[src/inc/gas_ctl_defines.svh]
// Constants shared by both ends of the gas sensor control link.
// Assumes a 10 MHz system clock; counts follow from the nominal reading and deferral times.
`ifndef GAS_CTL_DEFINES_SVH
`define GAS_CTL_DEFINES_SVH

`define CLK_PERIOD_NS     100
`define READ_PERIOD_MS    50
`define READ_PERIOD_CYC   ((`READ_PERIOD_MS * 1000000) / `CLK_PERIOD_NS)
`define DEFER_MAX_MS      10
`define DEFER_MAX_CYC     ((`DEFER_MAX_MS * 1000000) / `CLK_PERIOD_NS)

`define AIR_REF_RST       16'h0190
`define AZ_REF_RST        16'h0190
`define FILTER_RST        8'h10
`define AZ_INIT_RST       24'h000000
`define AZ_PERIOD_RST     24'h000000

`define REG_CTRL          8'h00
`define REG_ARG           8'h04
`define REG_STATUS        8'h08
`define REG_RESULT        8'h0C
`define REG_STREAM        8'h10
`define REG_STREAM_CNT    8'h14
`define CTRL_GO_BIT       8

`endif

[src/inc/gas_ctl_pkg.sv]
// Types shared by both ends of the gas sensor control link.
// Assumes nothing beyond a SystemVerilog compiler.
package gas_ctl_pkg;

	typedef enum logic [1:0] {
		MODE_SLEEP  = 2'h0,
		MODE_STREAM = 2'h1,
		MODE_POLL   = 2'h2
	} mode_e;

	typedef enum logic [7:0] {
		OP_SET_FILTER = 8'h01,
		OP_GET_FILTER = 8'h02,
		OP_READ       = 8'h03,
		OP_ZERO_KNOWN = 8'h10,
		OP_ZERO_N2    = 8'h11,
		OP_ZERO_AIR   = 8'h12,
		OP_ZERO_FINE  = 8'h13,
		OP_AZ_FORCE   = 8'h14,
		OP_SET_AIR    = 8'h20,
		OP_SET_AZ_REF = 8'h21,
		OP_AZ_ENABLE  = 8'h22,
		OP_AZ_INIT    = 8'h23,
		OP_AZ_PERIOD  = 8'h24,
		OP_SET_MODE   = 8'h30
	} op_e;

	typedef enum logic [1:0] {
		ST_OK      = 2'h0,
		ST_REJECT  = 2'h1,
		ST_UNKNOWN = 2'h2
	} status_e;

	typedef logic [15:0] reading_t;

endpackage

[src/inc/gas_link_if.sv]
// Command, reply and stream link between host controller and sensor.
// Both ends share clk_sys_i; the testbench connects the two modports.
`timescale 1ns/100ps
`default_nettype none
interface gas_link_if;
	logic                       cmd_valid;
	logic [7:0]                 cmd_op;
	logic [15:0]                cmd_arg0;
	logic [15:0]                cmd_arg1;
	logic                       rsp_valid;
	logic [7:0]                 rsp_op;
	gas_ctl_pkg::status_e       rsp_status;
	gas_ctl_pkg::reading_t      rsp_val0;
	gas_ctl_pkg::reading_t      rsp_val1;
	logic                       str_valid;
	gas_ctl_pkg::reading_t      str_filt;
	gas_ctl_pkg::reading_t      str_raw;

	modport dev  (input cmd_valid, cmd_op, cmd_arg0, cmd_arg1,
		output rsp_valid, rsp_op, rsp_status, rsp_val0, rsp_val1,
		str_valid, str_filt, str_raw);
	modport host (output cmd_valid, cmd_op, cmd_arg0, cmd_arg1,
		input rsp_valid, rsp_op, rsp_status, rsp_val0, rsp_val1,
		str_valid, str_filt, str_raw);
endinterface // gas_link_if
`default_nettype wire

[src/rtl/gas_sensor_dev.sv]
// Sensor end: mode control, reading path, filter and zero-point calibration.
// Assumes raw_sample_i is a fresh raw concentration sample, synchronous to clk,
// and that nv_mode_i holds the persisted mode while rst_i is released.
// Functional notes
// - Sleep mode: no measurements, waits for commands
// - Sleep rejects reading and zero commands
// - Sleep mode is never persisted
// - Streaming default, twenty readings per second
// - Streaming defers commands during measurement, under 10ms
// - Polling measures silently, replies on request
// - Streaming or polling restored after power-up
// - Filtered and raw readings both available
// - Larger filter setting: less noise, slower
// - Host picks filter setting by flow rate
// - Host sets filter 32 before zeroing
// - Each zero fully replaces the previous; fine adjust here adds its correction to the old zero
// - Known-gas zero uses host-scaled concentration
// - Nitrogen zero assumes zero concentration
// - Fresh-air reference programmable, default 400
// - Fine adjust from true and reported values
// - Auto-zero off by default, reset on power
// - Auto-zero acts like fresh-air, own reference
// - Auto-zero periodic or forced immediately
// - Programmable initial and repeat auto-zero intervals
// - Fixed rate; faster requests return previous reading
// - Unknown command answered with unknown status
//
// The register offsets and the AHB-Lite interface to the registers were left to the implementer.
`timescale 1ns/100ps
`default_nettype none
`include "gas_ctl_defines.svh"
module gas_sensor_dev #(
	parameter int READ_CYC = `READ_PERIOD_CYC,
	parameter int BUSY_CYC = `DEFER_MAX_CYC
) (
	input  wire logic                  clk_sys_i,
	input  wire logic                  rst_i,
	gas_link_if.dev                    link,
	input  wire gas_ctl_pkg::reading_t raw_sample_i,
	input  wire logic [1:0]            nv_mode_i,
	output logic                       nv_wr_o,
	output logic [1:0]                 nv_mode_o,
	output logic                       sleep_o
);
	localparam int CW = $clog2(READ_CYC + 1);

	function automatic logic needs_active(input logic [7:0] op);
		case (op)
			gas_ctl_pkg::OP_READ, gas_ctl_pkg::OP_ZERO_KNOWN, gas_ctl_pkg::OP_ZERO_N2,
			gas_ctl_pkg::OP_ZERO_AIR, gas_ctl_pkg::OP_ZERO_FINE,
			gas_ctl_pkg::OP_AZ_FORCE: needs_active = 1'b1;
			default: needs_active = 1'b0;
		endcase
	endfunction

	function automatic logic known_op(input logic [7:0] op);
		case (op)
			gas_ctl_pkg::OP_SET_FILTER, gas_ctl_pkg::OP_GET_FILTER, gas_ctl_pkg::OP_SET_AIR,
			gas_ctl_pkg::OP_SET_AZ_REF, gas_ctl_pkg::OP_AZ_ENABLE, gas_ctl_pkg::OP_AZ_INIT,
			gas_ctl_pkg::OP_AZ_PERIOD, gas_ctl_pkg::OP_SET_MODE: known_op = 1'b1;
			default: known_op = needs_active(op);
		endcase
	endfunction

	function automatic logic [3:0] filt_shift(input logic [7:0] s);
		filt_shift = 4'h0;
		for (int i = 1; i < 8; i++) begin
			if (s >= (8'h01 << i))
				filt_shift = 4'(i);
		end
	endfunction

	gas_ctl_pkg::mode_e    mode_r;
	logic                  boot_r;
	logic [CW-1:0]         tick_cnt_r;
	logic [CW-1:0]         busy_cnt_r;
	gas_ctl_pkg::reading_t raw_r;
	gas_ctl_pkg::reading_t samp_r;
	gas_ctl_pkg::reading_t filt_r;
	gas_ctl_pkg::reading_t zero_r;
	logic [7:0]            filter_r;
	gas_ctl_pkg::reading_t air_ref_r;
	gas_ctl_pkg::reading_t az_ref_r;
	logic                  az_en_r;
	logic [23:0]           az_init_r;
	logic [23:0]           az_period_r;
	logic [23:0]           az_cnt_r;
	logic                  rsp_valid_r;
	logic [7:0]            rsp_op_r;
	gas_ctl_pkg::status_e  rsp_status_r;
	gas_ctl_pkg::reading_t rsp_val0_r;
	gas_ctl_pkg::reading_t rsp_val1_r;
	logic                  str_valid_r;
	logic                  nv_wr_r;
	logic [1:0]            nv_mode_r;

	wire logic                  sleeping   = (mode_r == gas_ctl_pkg::MODE_SLEEP);
	wire logic                  tick       = !sleeping && !boot_r && (tick_cnt_r == '0);
	wire logic                  defer      = (mode_r == gas_ctl_pkg::MODE_STREAM)
	                                         && (busy_cnt_r != '0);
	wire logic                  take       = link.cmd_valid && !defer && !rsp_valid_r
	                                         && !boot_r;
	wire logic [7:0]            op         = link.cmd_op;
	wire logic                  op_known   = known_op(op);
	wire logic                  mode_bad   = (op == gas_ctl_pkg::OP_SET_MODE)
	                                         && (link.cmd_arg0 > 16'h0002);
	wire logic                  refuse     = sleeping && needs_active(op);
	wire logic                  accept     = take && op_known && !mode_bad && !refuse;
	wire logic                  is_op_read = accept && (op == gas_ctl_pkg::OP_READ);
	wire logic signed [16:0]    corr_s     = $signed({1'b0, raw_sample_i})
	                                         - $signed({1'b0, zero_r});
	wire gas_ctl_pkg::reading_t corr       = corr_s[16] ? 16'h0000 : corr_s[15:0];
	wire logic signed [16:0]    fdiff      = $signed({1'b0, corr}) - $signed({1'b0, filt_r});
	wire logic signed [16:0]    fstep      = fdiff >>> filt_shift(filter_r);
	wire gas_ctl_pkg::reading_t filt_nxt   = 16'(filt_r + fstep[15:0]);
	wire logic                  az_due     = tick && az_en_r && (az_cnt_r == 24'h000001);
	wire logic                  az_fire    = az_due
	                                         || (accept && op == gas_ctl_pkg::OP_AZ_FORCE);

	// Zeros other than fine adjust are worked from the uncorrected sample; fine adjust builds on the old zero
	logic                  zero_we;
	logic                  zero_cmd;
	gas_ctl_pkg::reading_t zero_nxt;
	always_comb begin
		zero_cmd = accept;
		zero_nxt = zero_r;
		case (op)
			gas_ctl_pkg::OP_ZERO_KNOWN: zero_nxt = 16'(samp_r - link.cmd_arg0);
			gas_ctl_pkg::OP_ZERO_N2:    zero_nxt = samp_r;
			gas_ctl_pkg::OP_ZERO_AIR:   zero_nxt = 16'(samp_r - air_ref_r);
			gas_ctl_pkg::OP_ZERO_FINE:  zero_nxt = 16'(zero_r + link.cmd_arg1
			                                          - link.cmd_arg0);
			default:                    zero_cmd = 1'b0;
		endcase
		zero_we = zero_cmd;
		if (az_fire) begin
			zero_we  = 1'b1;
			zero_nxt = 16'(samp_r - az_ref_r);
		end
	end

	// Only zero commands report the new zero; a periodic zero must not leak into other replies
	wire logic zero_rsp = zero_cmd || (accept && op == gas_ctl_pkg::OP_AZ_FORCE);

	always_ff @(posedge clk_sys_i) begin
		if (rst_i) begin
			mode_r <= gas_ctl_pkg::MODE_STREAM;
			boot_r <= 1'b1;
		end else if (boot_r) begin
			boot_r <= 1'b0;
			mode_r <= (nv_mode_i == gas_ctl_pkg::MODE_POLL) ? gas_ctl_pkg::MODE_POLL
			                                                : gas_ctl_pkg::MODE_STREAM;
		end else if (accept && op == gas_ctl_pkg::OP_SET_MODE) begin
			mode_r <= gas_ctl_pkg::mode_e'(link.cmd_arg0[1:0]);
		end
	end

	always_ff @(posedge clk_sys_i) begin
		if (rst_i) begin
			nv_wr_r   <= 1'b0;
			nv_mode_r <= 2'h1;
		end else begin
			nv_wr_r <= accept && op == gas_ctl_pkg::OP_SET_MODE
			           && link.cmd_arg0[1:0] != gas_ctl_pkg::MODE_SLEEP;
			if (accept && op == gas_ctl_pkg::OP_SET_MODE)
				nv_mode_r <= link.cmd_arg0[1:0];
		end
	end

	always_ff @(posedge clk_sys_i) begin
		if (rst_i || sleeping || boot_r) begin
			tick_cnt_r <= '0;
			busy_cnt_r <= '0;
		end else begin
			tick_cnt_r <= (tick_cnt_r == CW'(READ_CYC - 1)) ? '0 : tick_cnt_r + 1'b1;
			busy_cnt_r <= tick ? CW'(BUSY_CYC) : (busy_cnt_r != '0) ? busy_cnt_r - 1'b1 : '0;
		end
	end

	// Measurement path keeps running in polling mode, stream is gated
	always_ff @(posedge clk_sys_i) begin
		if (rst_i) begin
			raw_r       <= 16'h0000;
			samp_r      <= 16'h0000;
			filt_r      <= 16'h0000;
			str_valid_r <= 1'b0;
		end else begin
			str_valid_r <= tick && (mode_r == gas_ctl_pkg::MODE_STREAM);
			if (tick) begin
				samp_r <= raw_sample_i;
				raw_r  <= corr;
				filt_r <= filt_nxt;
			end
		end
	end

	always_ff @(posedge clk_sys_i) begin
		if (rst_i) begin
			zero_r      <= 16'h0000;
			filter_r    <= `FILTER_RST;
			air_ref_r   <= `AIR_REF_RST;
			az_ref_r    <= `AZ_REF_RST;
			az_en_r     <= 1'b0;
			az_init_r   <= `AZ_INIT_RST;
			az_period_r <= `AZ_PERIOD_RST;
			az_cnt_r    <= 24'h000000;
		end else begin
			if (zero_we)
				zero_r <= zero_nxt;
			if (accept) begin
				case (op)
					gas_ctl_pkg::OP_SET_FILTER: filter_r    <= link.cmd_arg0[7:0];
					gas_ctl_pkg::OP_SET_AIR:    air_ref_r   <= link.cmd_arg0;
					gas_ctl_pkg::OP_SET_AZ_REF: az_ref_r    <= link.cmd_arg0;
					gas_ctl_pkg::OP_AZ_INIT:    az_init_r   <= {8'h00, link.cmd_arg0};
					gas_ctl_pkg::OP_AZ_PERIOD:  az_period_r <= {8'h00, link.cmd_arg0};
					default: ;
				endcase
			end
			if (accept && op == gas_ctl_pkg::OP_AZ_ENABLE) begin
				az_en_r  <= link.cmd_arg0[0];
				az_cnt_r <= az_init_r;
			end else if (az_due) begin
				az_cnt_r <= az_period_r;
			end else if (tick && az_en_r && az_cnt_r > 24'h000001) begin
				az_cnt_r <= az_cnt_r - 24'h000001;
			end
		end
	end

	always_ff @(posedge clk_sys_i) begin
		if (rst_i) begin
			rsp_valid_r  <= 1'b0;
			rsp_op_r     <= 8'h00;
			rsp_status_r <= gas_ctl_pkg::ST_OK;
			rsp_val0_r   <= 16'h0000;
			rsp_val1_r   <= 16'h0000;
		end else begin
			rsp_valid_r <= take;
			if (take) begin
				rsp_op_r     <= op;
				rsp_status_r <= (!op_known || mode_bad) ? gas_ctl_pkg::ST_UNKNOWN
				              : refuse ? gas_ctl_pkg::ST_REJECT : gas_ctl_pkg::ST_OK;
				rsp_val0_r   <= is_op_read ? filt_r : (op == gas_ctl_pkg::OP_GET_FILTER)
				                ? {8'h00, filter_r} : zero_rsp ? zero_nxt : link.cmd_arg0;
				rsp_val1_r   <= is_op_read ? raw_r : 16'h0000;
			end
		end
	end

	always_ff @(posedge clk_sys_i) begin
		if (rst_i)
			sleep_o <= 1'b0;
		else
			sleep_o <= sleeping;
	end

	assign link.rsp_valid  = rsp_valid_r;
	assign link.rsp_op     = rsp_op_r;
	assign link.rsp_status = rsp_status_r;
	assign link.rsp_val0   = rsp_val0_r;
	assign link.rsp_val1   = rsp_val1_r;
	assign link.str_valid  = str_valid_r;
	assign link.str_filt   = filt_r;
	assign link.str_raw    = raw_r;
	assign nv_wr_o         = nv_wr_r;
	assign nv_mode_o       = nv_mode_r;
endmodule // gas_sensor_dev
`default_nettype wire

[src/flat_wrapper.sv]
// flat-port wrapper written by rule: the top's interface ports become plain ports
module gas_sensor_dev_flat 
#(
	parameter int READ_CYC = `READ_PERIOD_CYC,
	parameter int BUSY_CYC = `DEFER_MAX_CYC
)
  (clk_sys_i, rst_i, raw_sample_i, nv_mode_i, nv_wr_o, nv_mode_o, sleep_o, link_cmd_valid, link_cmd_op, link_cmd_arg0, link_cmd_arg1, link_rsp_valid, link_rsp_op, link_rsp_status, link_rsp_val0, link_rsp_val1, link_str_valid, link_str_filt, link_str_raw);
  gas_link_if link_i ();
  input  wire logic clk_sys_i;
  input  wire logic rst_i;
  input  wire gas_ctl_pkg::reading_t raw_sample_i;
  input  wire logic [1:0] nv_mode_i;
  output logic nv_wr_o;
  output logic [1:0] nv_mode_o;
  output logic sleep_o;
  input wire logic [$bits(link_i.cmd_valid)-1:0] link_cmd_valid;
  input wire logic [$bits(link_i.cmd_op)-1:0] link_cmd_op;
  input wire logic [$bits(link_i.cmd_arg0)-1:0] link_cmd_arg0;
  input wire logic [$bits(link_i.cmd_arg1)-1:0] link_cmd_arg1;
  output wire logic [$bits(link_i.rsp_valid)-1:0] link_rsp_valid;
  output wire logic [$bits(link_i.rsp_op)-1:0] link_rsp_op;
  output wire logic [$bits(link_i.rsp_status)-1:0] link_rsp_status;
  output wire logic [$bits(link_i.rsp_val0)-1:0] link_rsp_val0;
  output wire logic [$bits(link_i.rsp_val1)-1:0] link_rsp_val1;
  output wire logic [$bits(link_i.str_valid)-1:0] link_str_valid;
  output wire logic [$bits(link_i.str_filt)-1:0] link_str_filt;
  output wire logic [$bits(link_i.str_raw)-1:0] link_str_raw;
  assign link_i.cmd_valid = link_cmd_valid;
  assign link_i.cmd_op = link_cmd_op;
  assign link_i.cmd_arg0 = link_cmd_arg0;
  assign link_i.cmd_arg1 = link_cmd_arg1;
  assign link_rsp_valid = link_i.rsp_valid;
  assign link_rsp_op = link_i.rsp_op;
  assign link_rsp_status = link_i.rsp_status;
  assign link_rsp_val0 = link_i.rsp_val0;
  assign link_rsp_val1 = link_i.rsp_val1;
  assign link_str_valid = link_i.str_valid;
  assign link_str_filt = link_i.str_filt;
  assign link_str_raw = link_i.str_raw;
  gas_sensor_dev #(.READ_CYC(READ_CYC), .BUSY_CYC(BUSY_CYC)) u_core (.clk_sys_i(clk_sys_i), .rst_i(rst_i), .link(link_i), .raw_sample_i(raw_sample_i), .nv_mode_i(nv_mode_i), .nv_wr_o(nv_wr_o), .nv_mode_o(nv_mode_o), .sleep_o(sleep_o));
endmodule
[config.mk]
export PLATFORM = sky130hd
export DESIGN_NAME = gas_sensor_dev_flat
export DESIGN_NICKNAME = d
export VERILOG_FILES = /design/src/inc/gas_ctl_pkg.sv /design/src/inc/gas_link_if.sv /design/src/rtl/gas_sensor_dev.sv /design/src/flat_wrapper.sv
export VERILOG_INCLUDE_DIRS = /design/src /design/src/inc
export SDC_FILE = /design/constraint.sdc
export NUM_CORES = 1
export LEC_CHECK = 0
export BUFFER_PORTS_ARGS = -buffer_cell sky130_fd_sc_hd__buf_2
export CAP_MARGIN = 20
export CORE_AREA = 2 2 260 262
export CTS_CLUSTER_DIAMETER = 80
export DETAILED_ROUTE_END_ITERATION = 12
export DIE_AREA = 0 0 262 264
export PLACE_DENSITY = 0.49
export SYNTH_ARGS = -nofsm -noshare
export SYNTH_HDL_FRONTEND = slang
export SYNTH_SLANG_ARGS = --single-unit
export TNS_END_PERCENT = 100
[constraint.sdc]
create_clock -name clk_sys_i -period 9.7 [get_ports clk_sys_i]
set_input_delay 0.485 -clock clk_sys_i [delete_from_list [all_inputs] [get_ports clk_sys_i]]
set_output_delay 0.485 -clock clk_sys_i [all_outputs]
set_load 0.1 [all_outputs]
### Word-level counts from Yosys, hierarchy flattened

Index checks and enable logic that the tools add are counted.

* shifts and indexed selects: 1
* add/sub/neg operators: 11
* mux-type cells: 29
* reductions and logical operators: 48
* $lt $le $gt $ge: 9
* bitwise gates (word level): 1
* equality and inequality tests: 18

Operator list (number)
* 2-to-1 mux 16 bit: 6
* 2-to-1 mux 24 bit: 3
* case mux 16 bit (4 select lines): 1
* subtractor 16 bit: 4
* == test 8 x 6 -> 1 bit, second input constant: 6
* == test 8 x 5 -> 1 bit, second input constant: 5
* 2-to-1 mux 17 bit: 2
* subtractor 16 x 16 -> 17 bit: 2
* adder 16 bit: 2
* == test 24 x 1 -> 1 bit, second input constant: 1
* greater-than comparator 24 x 1 -> 1 bit, second input constant: 1
* subtractor 24 x 1 -> 24 bit, second input constant: 1
* logical AND 1 bit: 20
* adder 19 x 1 -> 19 bit, second input constant: 1
* == test 19 bit, second input constant: 1
* logical NOT 19 bit: 1
* nonzero test 19 bit: 1
* subtractor 19 x 1 -> 19 bit, second input constant: 1
* >>> shifter 17 x 3 -> 16 bit: 1
* == test 8 x 2 -> 1 bit, second input constant: 2
* greater-than comparator 16 x 2 -> 1 bit, second input constant: 1
* 2-to-1 mux 2 bit: 6
* 2-to-1 mux 3 bit: 4
* AND reduction 2 bit: 5
* 22 further kinds: 39

* register bits after elaboration: 250
* word-level logic and storage cells: 142
* input bits: 61
* output and inout bits: 80

### Logic depth before layout (Yosys ltp)

* depth after elaboration: 15
* mapped depth: 35
* depth with buffers taken out: 34

### Worst setup path after synthesis

Ideal clock, no wire load.

* path type: in2reg
* from: input raw_sample_i[0]
* to: register u_core.filt_r[15], in the netlist u_core.link.str_filt[15]
* arrival: 6802 ps
* library setup time: 121 ps
* required time: 9579 ps
* setup slack: 2777 ps
* stages: 34
* buffers on the path: 1
* path through: inv_1 > ha_1 > fa_1 > nand2b_1 > a21boi_0 > o21ai_0 > a211oi_1 > o21ai_0 > a21oi_1 > o32a_1 > clkbuf_1 > nand2_1 > inv_1 > ha_1 > a21oi_1 > nor2b_1 > a311oi_1 > nor4_1 > o211ai_1 > o21ai_0 > xnor2_1 > mux2_2 > mux2_2 > o21ai_0 > ha_1 > nand3_1 > nand2_1 > a41o_1 > o41ai_1 > o21ai_0 > a31oi_1 > xnor2_1 > nor2_1 > mux2_2

* cells in the longest elaborated chain, start to end: 5

Ends and longest elaborated chain
* start: declaration: line flat_wrapper.sv:11 `input wire gas_ctl_pkg::reading_t raw_sample_i;`
* subtractor 16 x 16 -> 17 bit: line gas_sensor_dev.sv:111 `- $signed({1'b0, zero_r});`
* 2-to-1 mux 16 bit: line gas_sensor_dev.sv:112 `wire gas_ctl_pkg::reading_t corr = corr_s[16] ? 16'h0000 : corr_s[15:0];`
* named net u_core.corr[3]: line gas_sensor_dev.sv:112
* subtractor 16 x 16 -> 17 bit: line gas_sensor_dev.sv:113 `wire logic signed [16:0] fdiff = $signed({1'b0, corr}) - $signed({1'b0, filt_r});`
* >>> shifter 17 x 3 -> 16 bit: line gas_sensor_dev.sv:114 `wire logic signed [16:0] fstep = fdiff >>> filt_shift(filter_r);`
* adder 16 bit: line gas_sensor_dev.sv:115 `wire gas_ctl_pkg::reading_t filt_nxt = 16'(filt_r + fstep[15:0]);`
* end signal: assignment: line gas_sensor_dev.sv:192 `filt_r <= filt_nxt;`
* end: declaration: line gas_sensor_dev.sv:79 `gas_ctl_pkg::reading_t filt_r;`

The timed path passes the listed nets, and every way through them passes these cells.
A chain may end at the register's enable or synchronous reset.

### Final worst setup path

* from: register u_core.zero_r[0]
* to: register u_core.filt_r[15], in the netlist u_core.link.str_filt[15]

* cells in the longest elaborated chain, start to end: 5

Ends and longest elaborated chain
* start: declaration: line gas_sensor_dev.sv:80 `gas_ctl_pkg::reading_t zero_r;`
* start signal: assignment: line gas_sensor_dev.sv:209 `zero_r <= zero_nxt;`
* subtractor 16 x 16 -> 17 bit: line gas_sensor_dev.sv:111
* 2-to-1 mux 16 bit: line gas_sensor_dev.sv:112
* subtractor 16 x 16 -> 17 bit: line gas_sensor_dev.sv:113
* >>> shifter 17 x 3 -> 16 bit: line gas_sensor_dev.sv:114
* adder 16 bit: line gas_sensor_dev.sv:115

Every way passes these cells.

==> results.ini <==
[min_path]
min_from = rst_i
min_path_type = in2reg
min_to = u_core.boot_r$_DFF_P_
hold_depth = 1

[floorplan]
dieArea_sq_mm = 0.0692
core_area_sq_mm = 0.0666
ioPinCount = 141
initial_utilization_pct = 24.6
rows = 95
die_y_um = 264
chipWidth_um = 262

[power_and_ir_drop]
power.leakage_nw = 7.90
p_int_w = 0.00245
irDropWorstVdd_mv = 0.123
p_comb_share_pct = 37.3
sw_frac_of_total_pct = 39.3
power.clock.fraction_pct = 33.9
switching_power_w = 0.00159
power_density_mw_per_mm2 = 210
pwr-share-seq_pct = 28.8

[global_route]
track_usage_pct = 16.7
grt_max_degree = 82
grt_pass1_vias = 14600
grt_pass1_wl_um = 89100
grt_antenna_before_repair = 0
gr-total-overflow = 0

[placement]
portBuffers = 140
gp_congestion = 0.876
dp_slack_ns = 1.69
dp_hpwl_um = 44800

[clocking]
postCtsHoldBufs = 0
post_cts_buffers = 0
clk_latency_ns = 0.56
clk_pin_slew_ns = 0.06
cts_buffers = 35
ctsResizeCount = 0
clock-sinks = 250
clock_path_buffers = 3
ctsRootBufferMaster = clkbuf_16
cts_tree = done
h-tree-depth = 2

[synthesis]
ys.flop_type = dfxtp_1
syn_inst = 2060
ys_seq_elements = 250
synth-async-reset-ratio_pct = 0
synth.distinct_cells = 78
netlist_area_sq_mm = 0.0164
synth_top_area_share_pct = 30.5
synth_area_leader_cell = dfxtp_1
syn_nets = 2243
synth_edf_count = 0
syn-mean-instance-area_sq_um = 7.96
seq_area_frac_synth_pct = 30.5
yosys_warnings = 0
synth_area_leaders = dfxtp_1, ha_1, mux2i_1, nor2_1, nand2_1

[timing]
finalSetupTns_ns = 0
fin_crit_sh_pct = 81.4
tightest_slew_ns = 1.10
finalHoldViolCount = 0
fmax_mhz = 127
grt_setup_unrepaired = false
skew_ns = 0.0258
maxSlewHeadroom_pct = 26.7
drv_slew = 0
setup_violations = 0
period_needed_ns = 7.89
worst_slack_ns = 1.81

[run_status]
run_status = finished clean

[drt]
vias = 15200
drt-total-wl_um = 58800
wl_per_cell_um = 19.2
drcViolationCount = 0
ant_nets = 0
drt_first_pass_iters = 8
vias_per_cell = 4.97
drtIter0Drc = 1033

[worst_setup_path]
crit_top_cell = o21ai_0
critPathRequiredTime_ns = 10.13
crit_type = reg2reg
cp_max_fo = 15
r2r-end = u_core.link.str_filt[15]$_SDFFE_PP0P_
ff2ff_path_depth = 32
slowest_stage = o32a_1
r2r-start = u_core.zero_r[0]$_SDFFE_PP0P_
r2r_slack_ns = 1.81
cp-end-kind = register
cp_slowest_stage_delay_ns = 0.46
crit_path_start_kind = register
crit_arrival_ns = 8.33

[layout]
layout_commonest_cell = nor2_1
synthToLayoutAreaGrowth_pct = 17.4
antenna_cells = 0
n_fill_cell = 7196
final_cell_mix = nor2_1, dfxtp_1, nand2_1
fin_nets = 2346
layout-drive-gt1-share_pct = 11.9

[job]
cap_violations = 0

## Yosys cell counts, types with 5 or more instances
library cell and count:
nor2_1 283, dfxtp_1 250, nand2_1 211, inv_1 133, a21oi_1 128, mux2i_1 117
ha_1 102, clkbuf_1 82, xnor2_1 77, o21ai_0 74, a211oi_1 64, nor3_1 56
xor2_1 44, nand3_1 34, o211ai_1 27, a22oi_1 25, a21o_1 22, fa_1 20
nand2b_1 20, nor4_1 19, o21a_1 18, or3_1 18, o22ai_1 16, nor2b_1 14
and3_1 13, o31ai_1 13, a31oi_1 11, mux2_2 11, nand4_1 11, a211o_1 8
or4_1 8, a21boi_0 7, and2_1 7, buf_1 7, a221oi_1 6, a311oi_1 6
buf_2 6, or2_2 6, nand3b_1 5, o21bai_1 5, o31a_1 5
## cell type report
class / instances / area (sq um) / share of cell area [%]
Clock inverter: 17 / 220 / 1.14
Clock buffer: 47 / 1000 / 5.21
Tap cell: 873 / 1090 / 5.67
Multi-Input combinational cell: 1575 / 10500 / 54.6
Inverter: 135 / 507 / 2.63
Sequential cell: 250 / 5000 / 26.0
Timing Repair Buffer: 166 / 910 / 4.73
## routing by layer
layer	vias to the layer above	GRT usage, %	part of all wire (%)
li1	7457	-	-
met1	7249	24.2	49
met2	454	25.2	43
met3	76	2.71	6.1
met4	0	5.15	2.5
met5	-	0	0
## worst max-delay path, delay by kind of cell, from the launching register on
| kind | cells | cell delay (ns) |
|---|---|---|
| AO/OA/AOI/OAI | 16 | 3.87 |
| adder cells (fa/ha/maj) | 5 | 1.58 |
| AND/OR/NAND/NOR | 6 | 0.78 |
| multiplexers | 3 | 0.93 |
| XOR/XNOR | 2 | 0.23 |
| flip-flops | 1 | 0.35 |
## state kept, by name (all words and copies together), names as in the netlist, 2 cells and up
signal and cells:
u_core.link.rsp_status 2, u_core.nv_mode_o 2, u_core.filter_r 8, u_core.samp_r 16, u_core.az_cnt_r 24, u_core.link.str_raw 16, u_core.tick_cnt_r 19, u_core.link.rsp_op 8
u_core.zero_r 16, u_core.link.rsp_val1 16, u_core.mode_r 2, u_core.az_period_r 16, u_core.link.rsp_val0 16, u_core.air_ref_r 16, u_core.link.str_filt 16, u_core.az_init_r 16
u_core.busy_cnt_r 19, u_core.az_ref_r 16
## cells by family (layout without fill, tap and decap cells)
family | Yosys count | in the layout | share of synthesized area [%]
and+or+nand+nor | 729 | 729 | 20.3
AOI/OAI and AO/OA | 475 | 475 | 19.0
DFF | 250 | 250 | 30.5
buffers and inverters | 235 | 365 | 5.59
muxes | 128 | 128 | 7.90
adders and majority gates | 122 | 122 | 10.2
xor gates and xnor gates | 121 | 121 | 6.47
## how the worst max path moves through the flow
| stage | startpoint | endpoint | slack (ns) |
|---|---|---|---|
| 2_1_floorplan | raw_sample_i[0] | u_core.link.str_filt[15]$_SDFFE_PP0P_ | 2.78 |
| 3_3_place_gp | raw_sample_i[0] | u_core.link.str_filt[15]$_SDFFE_PP0P_ | 1.73 |
| 3_5_place_dp | raw_sample_i[0] | u_core.link.str_filt[15]$_SDFFE_PP0P_ | 1.69 |
| 4_1_cts | u_core.zero_r[0]$_SDFFE_PP0P_ | u_core.link.str_filt[15]$_SDFFE_PP0P_ | 1.88 |
| 5_1_grt | u_core.zero_r[0]$_SDFFE_PP0P_ | u_core.link.str_filt[15]$_SDFFE_PP0P_ | 1.17 |
| 6_report | u_core.zero_r[0]$_SDFFE_PP0P_ | u_core.link.str_filt[15]$_SDFFE_PP0P_ | 1.81 |
## per-stage QoR
step	hold WS (ns)	std cells	instance area (sq um)	power, W	utilization [%]
final	0.149	3063	19200	0.00404	28.9
after global routing	0.130	3063	19200	0.00427	28.9
after CTS	0.116	3062	19200	0.00407	28.9
after detailed placement	0.445	2998	18000	0.00268	27.1
after global placement	0.439	2998	18000	0.00266	27.1
after floorplan	0.425	2060	16400	0.00231	-
## power groups by stage
stage | registers, W | logic [W] | clock network [W]
global placement | 0.00119 | 0.00147 | 0
detailed placement | 0.00119 | 0.00149 | 0
global route | 0.00117 | 0.00165 | 0.00145
finish | 0.00116 | 0.00150 | 0.00137
CTS | 0.00117 | 0.00150 | 0.00141
floorplan | 0.00138 | 0.000938 | 0
No activity file was read; power rests on OpenSTA's default activity.
